<file path="config.mk">
export PLATFORM = sky130hd
export DESIGN_NAME = interrupt_flag_status
export DESIGN_NICKNAME = d
export VERILOG_FILES = /design/src/design/irq_flag_pkg.sv /design/src/design/sticky_bank.sv /design/src/design/axil_reg_port.sv /design/src/design/interrupt_flag_status.sv
export SDC_FILE = /design/constraint.sdc
export NUM_CORES = 1
export LEC_CHECK = 0
export ABC_CLOCK_PERIOD_IN_PS = 3700
export BUFFER_PORTS_ARGS = -buffer_cell sky130_fd_sc_hd__buf_2
export CAP_MARGIN = 20
export CORE_MARGIN = 4
export CORE_UTILIZATION = 65
export CTS_BUF_LIST = sky130_fd_sc_hd__clkbuf_4
export CTS_CLUSTER_SIZE = 40
export DETAILED_ROUTE_END_ITERATION = 8
export PLACE_DENSITY_LB_ADDON = 0.12
export SYNTH_ARGS = -nofsm -noshare
export SYNTH_HDL_FRONTEND = slang
export SYNTH_SLANG_ARGS = --single-unit
</file>
<file path="constraint.sdc">
create_clock -name clk_sys -period 3.7 [get_ports clk_sys]
set_input_delay 0.555 -clock clk_sys [delete_from_list [all_inputs] [get_ports clk_sys]]
set_output_delay 0.555 -clock clk_sys [all_outputs]
set_load 0.03 [all_outputs]
</file>
<file path="src/design/irq_flag_pkg.sv">
// Purpose: shared constants, types and helpers of the interrupt flag block
// Assumes: 32-bit AXI4-Lite register port with a 16-bit byte address
// Notes: flag bit positions follow the interrupt flag register layout

package irq_flag_pkg;

	// ****************************************
	// bus geometry and responses
	// ****************************************
	localparam int unsigned ADDR_W = 16;
	localparam int unsigned DATA_W = 32;
	localparam logic [1:0] RESP_OKAY = 2'b00;
	localparam logic [1:0] RESP_SLVERR = 2'b10;

	// ****************************************
	// register offsets (byte addresses)
	// ****************************************
	localparam logic [15:0] OFF_CLEAR = 16'h3004;
	localparam logic [15:0] OFF_SELECT_0 = 16'h3008;
	localparam logic [15:0] OFF_SELECT_1 = 16'h300c;
	localparam logic [15:0] OFF_FLAGS_0 = 16'h3010;
	localparam logic [15:0] OFF_FLAGS_1 = 16'h3014;
	localparam logic [15:0] OFF_EVENT_STATUS = 16'h3018;
	localparam logic [15:0] OFF_EVENT_MASK = 16'h301c;

	// ****************************************
	// reset values
	// ****************************************
	localparam logic [31:0] RST_FLAGS = 32'h00000000;
	localparam logic [31:0] RST_SELECT = 32'h00002000;
	localparam logic [31:0] RST_EVENT_STATUS = 32'h00000000;
	localparam logic [31:0] RST_EVENT_MASK = 32'h00000000;
	localparam logic [31:0] ALL_ONES = 32'hffffffff;
	localparam logic [31:0] ALL_ZEROS = 32'h00000000;

	// ****************************************
	// flag bit positions
	// ****************************************
	localparam int unsigned BIT_BREAK = 31;
	localparam int unsigned BIT_OUTLIER = 29;
	localparam int unsigned BIT_FIFO_UNDERFLOW = 27;
	localparam int unsigned BIT_FIFO_OVERFLOW = 26;
	localparam int unsigned BIT_FIFO_THRESHOLD = 25;
	localparam int unsigned BIT_FIFO_EMPTY = 24;
	localparam int unsigned BIT_FIFO_FULL = 23;
	localparam int unsigned BIT_SEQ_TIMEOUT_ERROR = 17;
	localparam int unsigned BIT_SEQ_TIMEOUT_DONE = 16;
	localparam int unsigned BIT_END_OF_SEQUENCE = 15;
	localparam int unsigned BIT_BOOT_DONE = 13;
	// implemented flag bits; all others read as zero
	localparam logic [31:0] IMPL_MASK = 32'haf83a000;

	// ****************************************
	// types
	// ****************************************
	typedef struct packed {
		logic wr;
		logic rd;
		logic [15:0] waddr;
		logic [15:0] raddr;
		logic [31:0] wdata;
		logic [3:0] wstrb;
	} reg_req_s;

	typedef enum logic [2:0] {
		seq_idle = 3'b001,
		seq_run_a = 3'b010,
		seq_run_b = 3'b100
	} seq_state_e;

	// ****************************************
	// helpers
	// ****************************************
	function automatic logic addr_hit(input logic [15:0] addr,
		input logic [15:0] off);
		addr_hit = (addr[15:2] == off[15:2]);
	endfunction : addr_hit

	function automatic logic is_mapped(input logic [15:0] addr);
		is_mapped = addr_hit(addr, OFF_CLEAR) | addr_hit(addr, OFF_SELECT_0) |
			addr_hit(addr, OFF_SELECT_1) | addr_hit(addr, OFF_FLAGS_0) |
			addr_hit(addr, OFF_FLAGS_1) | addr_hit(addr, OFF_EVENT_STATUS) |
			addr_hit(addr, OFF_EVENT_MASK);
	endfunction : is_mapped

	function automatic logic [31:0] strb_mask(input logic [3:0] strb);
		strb_mask = {{8{strb[3]}}, {8{strb[2]}}, {8{strb[1]}}, {8{strb[0]}}};
	endfunction : strb_mask

endpackage : irq_flag_pkg

</file>
<file path="src/design/sticky_bank.sv">
// Purpose: 32 sticky bits, set by events and cleared by a vector
// Assumes: set and clear come from logic on clk_sys
// Notes: a set in the clearing cycle wins

`timescale 1ns/1ps
`default_nettype none

module sticky_bank (
	input wire logic clk_sys,
	input wire logic rst,
	input wire logic [31:0] set,
	input wire logic [31:0] clr,
	output logic [31:0] q
);

	always_ff @(posedge clk_sys) begin
		if (rst) begin
			q <= irq_flag_pkg::RST_FLAGS;
		end else begin
			q <= (q & ~clr) | set;
		end
	end

endmodule : sticky_bank

`default_nettype wire

</file>
<file path="src/design/axil_reg_port.sv">
// Purpose: AXI4-Lite slave front turning bus transfers into register strobes
// Assumes: one write and one read outstanding at most
// Notes: write strobe one cycle after both address and data are accepted

`timescale 1ns/1ps
`default_nettype none

module axil_reg_port (
	input wire logic clk_sys,
	input wire logic rst,
	input wire logic [15:0] s_axi_awaddr,
	input wire logic s_axi_awvalid,
	output logic s_axi_awready,
	input wire logic [31:0] s_axi_wdata,
	input wire logic [3:0] s_axi_wstrb,
	input wire logic s_axi_wvalid,
	output logic s_axi_wready,
	output logic [1:0] s_axi_bresp,
	output logic s_axi_bvalid,
	input wire logic s_axi_bready,
	input wire logic [15:0] s_axi_araddr,
	input wire logic s_axi_arvalid,
	output logic s_axi_arready,
	output logic [31:0] s_axi_rdata,
	output logic [1:0] s_axi_rresp,
	output logic s_axi_rvalid,
	input wire logic s_axi_rready,
	output irq_flag_pkg::reg_req_s req,
	input wire logic [31:0] rd_data,
	input wire logic rd_err,
	input wire logic wr_err
);

	logic aw_held;
	logic w_held;
	logic ar_held;
	logic wr_go;
	logic rd_go;
	logic [15:0] waddr;
	logic [15:0] raddr;
	logic [31:0] wdata;
	logic [3:0] wstrb;

	assign s_axi_awready = !aw_held && !s_axi_bvalid;
	assign s_axi_wready = !w_held && !s_axi_bvalid;
	assign s_axi_arready = !ar_held && !s_axi_rvalid;
	assign wr_go = aw_held && w_held && !s_axi_bvalid;
	assign rd_go = ar_held && !s_axi_rvalid;
	// one driver for the whole request bundle
	assign req = '{wr: wr_go, rd: rd_go, waddr: waddr, raddr: raddr,
		wdata: wdata, wstrb: wstrb};

	// ****************************************
	// write path
	// ****************************************
	always_ff @(posedge clk_sys) begin
		if (rst) begin
			aw_held <= 1'b0;
			w_held <= 1'b0;
			waddr <= 16'h0000;
			wdata <= 32'h00000000;
			wstrb <= 4'h0;
		end else begin
			if (s_axi_awvalid && s_axi_awready) begin
				aw_held <= 1'b1;
				waddr <= s_axi_awaddr;
			end else if (wr_go) begin
				aw_held <= 1'b0;
			end
			if (s_axi_wvalid && s_axi_wready) begin
				w_held <= 1'b1;
				wdata <= s_axi_wdata;
				wstrb <= s_axi_wstrb;
			end else if (wr_go) begin
				w_held <= 1'b0;
			end
		end
	end

	always_ff @(posedge clk_sys) begin
		if (rst) begin
			s_axi_bvalid <= 1'b0;
			s_axi_bresp <= irq_flag_pkg::RESP_OKAY;
		end else if (wr_go) begin
			s_axi_bvalid <= 1'b1;
			s_axi_bresp <= wr_err ? irq_flag_pkg::RESP_SLVERR :
				irq_flag_pkg::RESP_OKAY;
		end else if (s_axi_bready) begin
			s_axi_bvalid <= 1'b0;
		end
	end

	// ****************************************
	// read path
	// ****************************************
	always_ff @(posedge clk_sys) begin
		if (rst) begin
			ar_held <= 1'b0;
			raddr <= 16'h0000;
		end else if (s_axi_arvalid && s_axi_arready) begin
			ar_held <= 1'b1;
			raddr <= s_axi_araddr;
		end else if (rd_go) begin
			ar_held <= 1'b0;
		end
	end

	always_ff @(posedge clk_sys) begin
		if (rst) begin
			s_axi_rvalid <= 1'b0;
			s_axi_rdata <= 32'h00000000;
			s_axi_rresp <= irq_flag_pkg::RESP_OKAY;
		end else if (rd_go) begin
			s_axi_rvalid <= 1'b1;
			s_axi_rdata <= rd_data;
			s_axi_rresp <= rd_err ? irq_flag_pkg::RESP_SLVERR :
				irq_flag_pkg::RESP_OKAY;
		end else if (s_axi_rready) begin
			s_axi_rvalid <= 1'b0;
		end
	end

endmodule : axil_reg_port

`default_nettype wire

</file>
<file path="src/design/interrupt_flag_status.sv">
// Purpose: interrupt flag registers, enables, clear and sequence arbiter
// Assumes: event inputs are one-cycle pulses or levels on clk_sys
// Notes: flags are sticky; events also feed a read-to-clear summary
//
// Overview of operation
// - two read-only flag words, zero after reset
// - bit 31 flags second-sequence request during first
// - second-sequence request while first runs is dropped
// - bit 27 reports fifo underflow
// - bit 26 reports fifo overflow
// - bit 25 reports fifo threshold
// - bit 24 reports fifo empty
// - bit 23 reports fifo full
// - bit 17 reports sequencer timeout error
// - bit 16 reports sequencer timeout finished
// - bit 15 reports end of sequence
// - bit 13 reports boot load done
// - writing one to clear bit drops flag
// - select bits enable sources, boot done enabled
//
// Implementation choice: register access over AXI4-Lite.

`timescale 1ns/1ps
`default_nettype none

module interrupt_flag_status (
	input wire logic clk_sys,
	input wire logic rst,
	input wire logic [15:0] s_axi_awaddr,
	input wire logic s_axi_awvalid,
	output logic s_axi_awready,
	input wire logic [31:0] s_axi_wdata,
	input wire logic [3:0] s_axi_wstrb,
	input wire logic s_axi_wvalid,
	output logic s_axi_wready,
	output logic [1:0] s_axi_bresp,
	output logic s_axi_bvalid,
	input wire logic s_axi_bready,
	input wire logic [15:0] s_axi_araddr,
	input wire logic s_axi_arvalid,
	output logic s_axi_arready,
	output logic [31:0] s_axi_rdata,
	output logic [1:0] s_axi_rresp,
	output logic s_axi_rvalid,
	input wire logic s_axi_rready,
	input wire logic seq_a_req,
	input wire logic seq_b_req,
	input wire logic seq_done,
	output logic seq_a_start,
	output logic seq_b_start,
	output logic seq_a_busy,
	output logic seq_b_busy,
	input wire logic outlier_event,
	input wire logic fifo_underflow_event,
	input wire logic fifo_overflow_event,
	input wire logic fifo_threshold_event,
	input wire logic fifo_empty_event,
	input wire logic fifo_full_event,
	input wire logic seq_timeout_error_event,
	input wire logic seq_timeout_done_event,
	input wire logic boot_done_event,
	output logic irq
);

	irq_flag_pkg::reg_req_s req;
	irq_flag_pkg::seq_state_e seq_state;
	irq_flag_pkg::seq_state_e next_seq_state;
	logic [31:0] interrupt_flags_0;
	logic [31:0] interrupt_flags_1;
	logic [31:0] irq_enable_0;
	logic [31:0] irq_enable_1;
	logic [31:0] event_status;
	logic [31:0] event_mask;
	logic [31:0] events;
	logic [31:0] irq_clear_bit;
	logic [31:0] status_clear;
	logic [31:0] rd_data;
	logic [31:0] wmask;
	logic rd_err;
	logic wr_err;
	logic break_attempt;
	logic end_of_sequence;

	// ****************************************
	// bus front
	// ****************************************
	axil_reg_port u_port (
		.clk_sys(clk_sys),
		.rst(rst),
		.s_axi_awaddr(s_axi_awaddr),
		.s_axi_awvalid(s_axi_awvalid),
		.s_axi_awready(s_axi_awready),
		.s_axi_wdata(s_axi_wdata),
		.s_axi_wstrb(s_axi_wstrb),
		.s_axi_wvalid(s_axi_wvalid),
		.s_axi_wready(s_axi_wready),
		.s_axi_bresp(s_axi_bresp),
		.s_axi_bvalid(s_axi_bvalid),
		.s_axi_bready(s_axi_bready),
		.s_axi_araddr(s_axi_araddr),
		.s_axi_arvalid(s_axi_arvalid),
		.s_axi_arready(s_axi_arready),
		.s_axi_rdata(s_axi_rdata),
		.s_axi_rresp(s_axi_rresp),
		.s_axi_rvalid(s_axi_rvalid),
		.s_axi_rready(s_axi_rready),
		.req(req),
		.rd_data(rd_data),
		.rd_err(rd_err),
		.wr_err(wr_err)
	);

	assign wmask = irq_flag_pkg::strb_mask(req.wstrb);
	assign rd_err = !irq_flag_pkg::is_mapped(req.raddr);
	assign wr_err = !irq_flag_pkg::is_mapped(req.waddr);

	// ****************************************
	// sequence arbiter
	// ****************************************
	always_comb begin
		next_seq_state = seq_state;
		case (seq_state)
			irq_flag_pkg::seq_idle: begin
				if (seq_a_req) begin
					next_seq_state = irq_flag_pkg::seq_run_a;
				end else if (seq_b_req) begin
					next_seq_state = irq_flag_pkg::seq_run_b;
				end
			end
			irq_flag_pkg::seq_run_a: begin
				if (seq_done) begin
					next_seq_state = irq_flag_pkg::seq_idle;
				end
			end
			irq_flag_pkg::seq_run_b: begin
				if (seq_done) begin
					next_seq_state = irq_flag_pkg::seq_idle;
				end
			end
			default: begin
				next_seq_state = irq_flag_pkg::seq_idle;
			end
		endcase
	end

	always_ff @(posedge clk_sys) begin
		if (rst) begin
			seq_state <= irq_flag_pkg::seq_idle;
		end else begin
			seq_state <= next_seq_state;
		end
	end

	// one-cycle start pulses toward the sequencer
	always_ff @(posedge clk_sys) begin
		if (rst) begin
			seq_a_start <= 1'b0;
			seq_b_start <= 1'b0;
		end else begin
			seq_a_start <= (seq_state == irq_flag_pkg::seq_idle) &&
				(next_seq_state == irq_flag_pkg::seq_run_a);
			seq_b_start <= (seq_state == irq_flag_pkg::seq_idle) &&
				(next_seq_state == irq_flag_pkg::seq_run_b);
		end
	end

	assign seq_a_busy = (seq_state == irq_flag_pkg::seq_run_a);
	assign seq_b_busy = (seq_state == irq_flag_pkg::seq_run_b);

	assign break_attempt = seq_a_busy && seq_b_req;
	assign end_of_sequence = (seq_a_busy || seq_b_busy) && seq_done;

	// ****************************************
	// event vector
	// ****************************************
	always_comb begin
		events = irq_flag_pkg::ALL_ZEROS;
		events[irq_flag_pkg::BIT_BREAK] = break_attempt;
		events[irq_flag_pkg::BIT_OUTLIER] = outlier_event;
		events[irq_flag_pkg::BIT_FIFO_UNDERFLOW] = fifo_underflow_event;
		events[irq_flag_pkg::BIT_FIFO_OVERFLOW] = fifo_overflow_event;
		events[irq_flag_pkg::BIT_FIFO_THRESHOLD] = fifo_threshold_event;
		events[irq_flag_pkg::BIT_FIFO_EMPTY] = fifo_empty_event;
		events[irq_flag_pkg::BIT_FIFO_FULL] = fifo_full_event;
		events[irq_flag_pkg::BIT_SEQ_TIMEOUT_ERROR] = seq_timeout_error_event;
		events[irq_flag_pkg::BIT_SEQ_TIMEOUT_DONE] = seq_timeout_done_event;
		events[irq_flag_pkg::BIT_END_OF_SEQUENCE] = end_of_sequence;
		events[irq_flag_pkg::BIT_BOOT_DONE] = boot_done_event;
	end

	// ****************************************
	// select registers
	// ****************************************
	// enables, boot done at reset
	always_ff @(posedge clk_sys) begin
		if (rst) begin
			irq_enable_0 <= irq_flag_pkg::RST_SELECT;
		end else if (req.wr &&
			irq_flag_pkg::addr_hit(req.waddr, irq_flag_pkg::OFF_SELECT_0)) begin
			irq_enable_0 <= (irq_enable_0 & ~wmask) | (req.wdata & wmask);
		end
	end

	always_ff @(posedge clk_sys) begin
		if (rst) begin
			irq_enable_1 <= irq_flag_pkg::RST_SELECT;
		end else if (req.wr &&
			irq_flag_pkg::addr_hit(req.waddr, irq_flag_pkg::OFF_SELECT_1)) begin
			irq_enable_1 <= (irq_enable_1 & ~wmask) | (req.wdata & wmask);
		end
	end

	// ****************************************
	// clear strobe and flag registers
	// ****************************************
	// write one clears flag
	assign irq_clear_bit = (req.wr &&
		irq_flag_pkg::addr_hit(req.waddr, irq_flag_pkg::OFF_CLEAR)) ?
		(req.wdata & wmask) : irq_flag_pkg::ALL_ZEROS;

	sticky_bank u_flags_0 (
		.clk_sys(clk_sys),
		.rst(rst),
		.set(events & irq_enable_0 & irq_flag_pkg::IMPL_MASK),
		.clr(irq_clear_bit),
		.q(interrupt_flags_0)
	);

	sticky_bank u_flags_1 (
		.clk_sys(clk_sys),
		.rst(rst),
		.set(events & irq_enable_1 & irq_flag_pkg::IMPL_MASK),
		.clr(irq_clear_bit),
		.q(interrupt_flags_1)
	);

	// ****************************************
	// summary status, mask and interrupt line
	// ****************************************
	assign status_clear = (req.rd &&
		irq_flag_pkg::addr_hit(req.raddr, irq_flag_pkg::OFF_EVENT_STATUS)) ?
		irq_flag_pkg::ALL_ONES : irq_flag_pkg::ALL_ZEROS;

	sticky_bank u_event_status (
		.clk_sys(clk_sys),
		.rst(rst),
		.set(events & irq_flag_pkg::IMPL_MASK),
		.clr(status_clear),
		.q(event_status)
	);

	always_ff @(posedge clk_sys) begin
		if (rst) begin
			event_mask <= irq_flag_pkg::RST_EVENT_MASK;
		end else if (req.wr &&
			irq_flag_pkg::addr_hit(req.waddr, irq_flag_pkg::OFF_EVENT_MASK)) begin
			event_mask <= (event_mask & ~wmask) | (req.wdata & wmask);
		end
	end

	assign irq = |(event_status & event_mask & irq_flag_pkg::IMPL_MASK);

	// ****************************************
	// read data
	// ****************************************
	always_comb begin
		rd_data = irq_flag_pkg::ALL_ZEROS;
		if (irq_flag_pkg::addr_hit(req.raddr, irq_flag_pkg::OFF_FLAGS_0)) begin
			rd_data = interrupt_flags_0 & irq_flag_pkg::IMPL_MASK;
		end else if (irq_flag_pkg::addr_hit(req.raddr,
			irq_flag_pkg::OFF_FLAGS_1)) begin
			rd_data = interrupt_flags_1 & irq_flag_pkg::IMPL_MASK;
		end else if (irq_flag_pkg::addr_hit(req.raddr,
			irq_flag_pkg::OFF_SELECT_0)) begin
			rd_data = irq_enable_0;
		end else if (irq_flag_pkg::addr_hit(req.raddr,
			irq_flag_pkg::OFF_SELECT_1)) begin
			rd_data = irq_enable_1;
		end else if (irq_flag_pkg::addr_hit(req.raddr,
			irq_flag_pkg::OFF_EVENT_STATUS)) begin
			rd_data = event_status;
		end else if (irq_flag_pkg::addr_hit(req.raddr,
			irq_flag_pkg::OFF_EVENT_MASK)) begin
			rd_data = event_mask;
		end
	end

endmodule : interrupt_flag_status

`default_nettype wire

</file>
Word level (Yosys, flattened, before mapping) --
Index checks and enable logic that the tools add are counted.
Storage, ports and cells: register bits after elaboration 306, output and inout port bits 46, logic and storage cells 125
Cells by class: equality and inequality tests 19, muxes and demuxes 23, bitwise logic cells 31, reductions and logical operators 31
Operators with widths (number):
- 32-bit AND | 10
- 32-bit two-way mux | 8
- 14-bit by 12-bit equality test with 1-bit output, second input constant | 14
- 32-bit bitwise OR | 6
- 32-bit inverter | 3
- 1-bit logical AND | 18
- 1-bit bitwise OR | 12
- 11-bit OR reduction | 1
- 2-bit nonzero test | 5
- 1-bit two-way mux | 9
- 3-bit two-way mux | 3
- 3-bit by 2-bit equality test with 1-bit output, second input constant | 2
- 3-bit equality test, second input constant | 2
- 3-bit one-hot mux with 2 select lines | 1
- 1-bit logical NOT | 5
- 2-bit two-way mux | 2
- 3-bit by 1-bit equality test with 1-bit output, second input constant | 1
- 2-bit OR reduction | 1
- 1-bit logical OR | 1

Longest topological paths before layout --
Gate-level depths: netlist of run 1.
word-level depth 8, mapped depth 6

Hierarchy --
From an unflattened synthesis of run 1, not the netlist that was laid out.
Second synthesis, totals: cell total of the unflattened synthesis 1456, area total of the unflattened synthesis 13315.3 um^2
By module, submodules not included:
- interrupt_flag_status | instances 1, cells an instance 607, area each 5988.2 um^2, sequential area each 2021.9 um^2
- axil_reg_port | instances 1, cells an instance 456, area each 3862.5 um^2, sequential area each 2142.1 um^2
- sticky_bank | instances 3, cells an instance 131, area each 1154.9 um^2, sequential area each 640.6 um^2

Least setup slack after synthesis of run 1 --
No wires, ideal clock.
path kind register -> output, start reg seq_state[2], end out seq_a_busy, data arrival time 1.516 ns, data required time 3.145 ns, path slack 1.629 ns, stages on the path, launching flop included 3, path buffers 1, cells stage by stage dfxtp_1 > clkbuf_1 > nor3b_1
Between the ends: cells in the longest elaborated chain, start to end 1
Ends and longest elaborated chain:
- from (decl) | RTL line interrupt_flag_status.sv:66 | irq_flag_pkg::seq_state_e seq_state;
- from (signal assigned) | RTL line interrupt_flag_status.sv:148 | seq_state <= irq_flag_pkg::seq_idle;
- from (signal assigned) | RTL line interrupt_flag_status.sv:150 | seq_state <= next_seq_state;
- 3-bit by 2-bit equality test with 1-bit output | RTL line interrupt_flag_status.sv:167 | assign seq_a_busy = (seq_state == irq_flag_pkg::seq_run_a);
- to (decl) | RTL line interrupt_flag_status.sv:51 | output logic seq_a_busy,
No other way between the ends.

Worst setup path after layout of run 1 --
start reg seq_state[1], end out seq_a_busy
The elaborated chain is that of the path after synthesis.

==> impl_metrics.env, run 1 <==
export IMPL_outcome="completed"
export IMPL_yosysWarnings=0
export IMPL_vias=9324
export IMPL_min_from="s_axi_rready"
export IMPL_std_cell_rows=46
export IMPL_synth_top_flop_cell="dfxtp_1"
export IMPL_cts_buffers=66
export IMPL_yosys_area_top_type_share=0.476
export IMPL_seqPwrFrac=0.522
export IMPL_final_common_cell="nand2_1"
export IMPL_r2r_end="u_event_status.q[31]$_SDFF_PP0_"
export IMPL_synth_area_top_cells="dfxtp_1, nand2_1, mux2i_1"
export IMPL_fp_dieW_microns=137
export IMPL_h_tree_depth=3
export IMPL_p_per_area_mw_per_mm2=457
export IMPL_finalPower_mw=5.61
export IMPL_cp_required_ns=3.14
export IMPL_start_util=0.673
export IMPL_synth_largest_area_cell="dfxtp_1"
export IMPL_gp_congestion=0.862
export IMPL_setup_viol=0
export IMPL_cts_hold_repair_buffers=0
export IMPL_antenna_found_initial=2
export IMPL_worst_pin_slew_ns=1.03
export IMPL_met3_usage=0.0614
export IMPL_routedWlPerCell_microns=17.2
export IMPL_whs_endpoint="u_port.s_axi_rvalid$_SDFFE_PP0P_"
export IMPL_pre_cts_ws_ns=1.17
export IMPL_fillers=1236
export IMPL_portBuffers=126
export IMPL_swShare=0.262
export IMPL_timing_slew_headroom=0.306
export IMPL_cp_max_fo=7
export IMPL_p_switching_mw=1.47
export IMPL_syn_area_per_cell_sq_um=9.02
export IMPL_ioPinCount=133
export IMPL_finalWirelength_microns=27100
export IMPL_criticalPathCategory="reg -> out"
export IMPL_viasPerCell=5.90
export IMPL_p_int_mw=4.14
export IMPL_grt_pass1_vias=9191
export IMPL_cts_tree="built"
export IMPL_worstPathCellList="nor3b_1, buf_2"
export IMPL_critPathTopFamily="simple AND/OR/NAND/NOR gates"
export IMPL_dp_hpwl_microns=17600
export IMPL_whs_path_depth=2
export IMPL_use_met1=0.383
export IMPL_synth_edf_count=0
export IMPL_setup_tns_ns=0
export IMPL_postCtsSetupBuffers=0
export IMPL_cts_num_sinks=258
export IMPL_overflow=0
export IMPL_drcViolationCount=0
export IMPL_pwr_share_comb=0.091
export IMPL_r2r_start="u_port.raddr[4]$_SDFFE_PP0P_"
export IMPL_first_pass_iters=5
export IMPL_end_kind="output port"
export IMPL_drive_above_1_share=0.223
export IMPL_clock_skew_ns=0.0385
export IMPL_min_period_ns=2.66
export IMPL_clock_latency_ns=0.66
export IMPL_fin_cells=1581
export IMPL_hold_class="in -> reg"
export IMPL_max_stage_delay_ns=0.72
export IMPL_final_cell_mix="nand2_1, dfxtp_1, buf_2, a21oi_1, mux2i_1"
export IMPL_ys_seq_elements=258
export IMPL_cts_max_path_buffers=3
export IMPL_cp_num_buf_inv=1
export IMPL_fmax_mhz=376
export IMPL_yosysUniqueCellTypes=60
export IMPL_grt_usage=0.294
export IMPL_fp_coreArea_sq_mm=0.0161
export IMPL_post_cts_resized=0
export IMPL_num_nets_final=1420
export IMPL_final_antenna_net_count=0
export IMPL_rsz0062_at_grt="no"
export IMPL_synthesis_area_sq_mm=0.0108
export IMPL_die_area_sq_mm=0.0188
export IMPL_cp_start_kind="flip-flop"
export IMPL_ys_seq_area_frac=0.476
export IMPL_grt_pass1_wl_microns=44200
export IMPL_leakage_nw=5.24
export IMPL_slowest_stage="nor3b_1"
export IMPL_slew_viol_final=0
export IMPL_rr_worst_depth=4
export IMPL_fin_ws_ns=1.04
export IMPL_p_clk_frac=0.387
export IMPL_cts_root_buffer="clkbuf_4"
export IMPL_period_share=0.719
export IMPL_dp_cells=1481
export IMPL_arrival_ns=2.11
export IMPL_vdd_drop_max_uv=293
export IMPL_async_flop_share=0
export IMPL_hold_violations=0
export IMPL_clkTransAtPathRegs_ns=0.06
export IMPL_met2_usage=0.478
export IMPL_synth_cells=1202
export IMPL_cap_violations=0
export IMPL_drtIter0Drc=640
export IMPL_grt_max_degree=67
export IMPL_area_delta_synth_final_pct=13.4
export IMPL_rrSetupSlack_ns=1.12
export IMPL_busiest_layer="met2"
export IMPL_die_height_microns=137
## how the worst max path moves through the flow
| stage | startpoint | to | slack (ns) | cells past startpoint |
|---|---|---|---|---|
| finish | seq_state[1]$_SDFF_PP0_ | seq_a_busy | 1.04 | 2 |
| global route | seq_state[1]$_SDFF_PP0_ | seq_a_busy | 0.93 | 2 |
| CTS | seq_state[1]$_SDFF_PP0_ | seq_a_busy | 1.03 | 2 |
| detailed placement | u_port.raddr[4]$_SDFFE_PP0P_ | u_port.s_axi_rdata[2]$_SDFFE_PP0P_ | 1.17 | 5 |
| global placement | u_port.raddr[4]$_SDFFE_PP0P_ | u_event_status.q[31]$_SDFF_PP0_ | 1.24 | 4 |
| floorplan | seq_state[2]$_SDFF_PP0_ | seq_a_busy | 1.63 | 2 |
## cells in the mapped netlist (2+ instances only)
cell type,number
dfxtp_1,258
o21ai_0,24
nor2_1,31
buf_1,5
nor3_4,3
a211oi_1,2
buf_2,12
a21o_1,2
buf_4,2
nand4_2,8
nand4_1,2
a22o_1,30
nor3_2,2
o22ai_1,2
and3b_1,10
nand2_1,322
nor4_4,2
a221oi_1,3
a22oi_1,30
a311oi_1,18
and2_0,2
mux2i_1,104
o31ai_2,19
nor3b_1,5
o21a_1,2
o31ai_1,3
nand2b_1,24
nor4bb_1,2
clkbuf_1,62
a31oi_1,3
inv_1,7
a21oi_1,109
o221a_2,3
and2_1,23
nand3_1,10
mux2_2,8
nor2b_1,7
nor3_1,8
nor4b_1,4
a221o_2,7
and4bb_2,2
buf_6,2
## stage by stage
step,hold slack (ns),instance area [sq um],util
floorplan,0.424,10800,-
global placement,0.436,11600,0.719
detailed placement,0.441,11600,0.719
CTS,0.0643,12300,0.763
global route,0.0593,12300,0.763
finish,0.109,12300,0.763
## area by class of cell
cell class	instances	area, sq um	share of cell area
Multi-Input combinational cell	855	5330	0.434
Clock buffer	90	676	0.0550
Clock inverter	9	33.8	0.00275
Sequential cell	258	5170	0.420
Tap cell	216	270	0.0220
Inverter	7	28.8	0.00234
Antenna cell	1	2.50	0.000204
Timing Repair Buffer	145	788	0.0641
## per-layer routing
layer / up-vias / wire (microns)
met4: 2 / 601
met3: 58 / 2020
met1: 4397 / 11600
li1: 4499 / -
met5: - / 13
met2: 368 / 12900
## cell families after synthesis
group	after synthesis	synth area share
AND/OR/NAND/NOR	478	0.215
buffers and inverters	90	0.0346
other	1	0.000346
AO/OA/AOI/OAI	263	0.170
multiplexers	112	0.104
flip-flops	258	0.476
## power by group through the flow
stage                     registers [mW]  clock network, mW  logic (mW)
after floorplan                     2.98                  0       0.339
after global placement              2.99                  0       0.500
after detailed placement            2.99                  0       0.508
after CTS                           2.93               2.22       0.510
after global routing                2.94               2.36       0.565
final                               2.93               2.17       0.513
No activity file was read; power rests on OpenSTA's default activity.
==> run 2: changes to the inputs <==
ABC_CLOCK_PERIOD_IN_PS = 2200   (was 3700)
CORE_UTILIZATION = 54   (was 65)
clock period = 2.2 ns   (was 3.7 ns; I/O delays follow)
==> run 2 against run 1 <==
Core utilization down 6.1 points. Worst hold slack better by 0.11 ns. Register-to-register slack got worse by 0.92 ns. Combinational power grew 110%. Worst setup slack got worse by 0.98 ns. Non-clock buffer count increased by 135. Die area rose by 19%. Clock-buffer cell count increased by 6. Clock skew increased by 0.0016 ns. Largest cell class unchanged. Largest power group unchanged.
==> impl_metrics.env, run 2 (same netlist as run 1, synthesis figures left out) <==
export IMPL_fmax_mhz=467
export IMPL_drcViolationCount=0
export IMPL_overflow=0
export IMPL_max_stage_delay_ns=0.32
export IMPL_std_cell_rows=51
export IMPL_cap_violations=0
export IMPL_slowest_stage="dfxtp_2"
export IMPL_clock_latency_ns=0.66
export IMPL_die_area_sq_mm=0.0224
export IMPL_final_common_cell="nand2_1"
export IMPL_fillers=1568
export IMPL_antenna_found_initial=1
export IMPL_num_nets_final=1557
export IMPL_routedWlPerCell_microns=17.5
export IMPL_worstPathCellList="a22o_1, a221oi_2, nand3_2, buf_6"
export IMPL_cp_max_fo=2
export IMPL_vdd_drop_max_uv=394
export IMPL_dp_hpwl_microns=19500
export IMPL_finalPower_mw=10.1
export IMPL_first_pass_iters=5
export IMPL_cp_required_ns=1.87
export IMPL_drtIter0Drc=707
export IMPL_h_tree_depth=3
export IMPL_fp_coreArea_sq_mm=0.0196
export IMPL_setup_viol=0
export IMPL_gp_congestion=0.867
export IMPL_start_util=0.554
export IMPL_hold_violations=0
export IMPL_vias=9930
export IMPL_p_per_area_mw_per_mm2=735
export IMPL_timing_slew_headroom=0.529
export IMPL_worst_pin_slew_ns=0.706
export IMPL_setup_tns_ns=0
export IMPL_critPathTopFamily="compound AO/OA/AOI/OAI gates"
export IMPL_slew_viol_final=0
export IMPL_criticalPathCategory="reg -> out"
export IMPL_final_cell_mix="nand2_1, dfxtp_1, buf_2, a21oi_1, mux2i_1"
export IMPL_hold_class="in -> reg"
export IMPL_end_kind="output port"
export IMPL_grt_max_degree=50
export IMPL_cts_buffers=68
export IMPL_arrival_ns=1.81
export IMPL_grt_pass1_vias=10100
export IMPL_area_delta_synth_final_pct=26.8
export IMPL_cp_num_buf_inv=1
export IMPL_cts_tree="built"
export IMPL_grt_usage=0.278
export IMPL_portBuffers=126
export IMPL_rrSetupSlack_ns=0.20
export IMPL_outcome="completed"
export IMPL_ioPinCount=133
export IMPL_cp_start_kind="flip-flop"
export IMPL_leakage_nw=5.95
export IMPL_final_cell_area_sq_mm=0.0138
export IMPL_final_antenna_net_count=0
export IMPL_rsz0062_at_grt="yes"
export IMPL_grt_pass1_wl_microns=50000
export IMPL_cts_num_sinks=258
export IMPL_drive_above_1_share=0.243
export IMPL_viasPerCell=5.59
export IMPL_die_height_microns=150
export IMPL_fp_dieW_microns=150
export IMPL_placed_area_sq_mm=0.0120
export IMPL_cts_max_path_buffers=3
export IMPL_clkTransAtPathRegs_ns=0.06
export IMPL_min_period_ns=2.14
export IMPL_clock_skew_ns=0.0402
export IMPL_cts_root_buffer="clkbuf_4"
export IMPL_period_share=0.973
export IMPL_finalWirelength_microns=31000
-- run 2: cell types whose count changed in the layout (fill, tap and decap cells not counted), moves of 2 or more --
| cell | before | now |
|---|---|---|
| a221oi_2 | 0 | 2 |
| clkbuf_4 | 90 | 96 |
| dlygate4sd3_1 | 0 | 86 |
| bufinv_16 | 0 | 2 |
| clkinv_2 | 0 | 2 |
| a221oi_1 | 3 | 1 |
| buf_4 | 19 | 65 |
| buf_12 | 1 | 4 |
-- run 2: layer usage --
layer	up-vias	global-route usage	routed length [microns]
met5	-	0	0
met4	0	0.110	656
li1	4768	-	-
met1	4757	0.353	13500
met3	58	0.0542	1920
met2	347	0.468	14900
-- run 2: final cells by class --
class,count,area [sq um],share of cell area
inverter,7,28.8,0.00209
clock buffer,96,721,0.0524
clock inverter,13,104,0.00755
timing repair buffer,280,2060,0.150
antenna,1,2.50,0.000182
tap,265,332,0.0241
sequential,258,5170,0.376
multi-input combinational,855,5340,0.388
-- run 2: worst paths after layout --
kind	depth (start not counted)	to	startpoint
setup / recovery	4	irq	flip-flop
setup reg to reg	7	u_port.wdata[16]$_SDFFE_PP0P_	u_port.s_axi_bvalid$_SDFFE_PP0P_
hold / removal	3	seq_state[0]$_SDFF_PP1_	rst
hold reg to reg	2	flip-flop	flip-flop
-- run 2: report_power, final --
part | switching [mW] | leakage (nW) | internal (mW)
logic | 0.615 | 3.35 | 0.457
clock network | 1.89 | 0.497 | 2.22
registers | 0.122 | 2.10 | 4.80
total | 2.63 | 5.95 | 7.48
-- run 2: what timing repair did --
action                                 4_1_cts  5_1_grt
buffers inserted                             1        0
gates resized for setup                      5        1
hold buffers                                86        0
endpoints found under the hold margin       99        0
setup endpoints to repair                    1        1
cloned                                       0        0
pin swaps                                    2        1
-- run 2: worst register-to-register path: stages, from the launching register on --
cell	delay, ns
dfxtp_1	0.32
buf_4	0.16
inv_1	0.08
and3_1	0.15
buf_4	0.42
nand2_1	0.13
a21oi_1	0.14
dlygate4sd3_1	0.58
-- run 2: stage by stage --
stage	utilization	setup slack, ns	instances	hold slack [ns]
after floorplan	-	0.161	1203	0.407
after global placement	0.614	0.268	1578	0.437
after detailed placement	0.614	0.214	1578	0.444
after CTS	0.702	-0.00114	1774	0.182
after global routing	0.702	-0.0156	1775	0.213
final	0.702	0.0587	1775	0.221
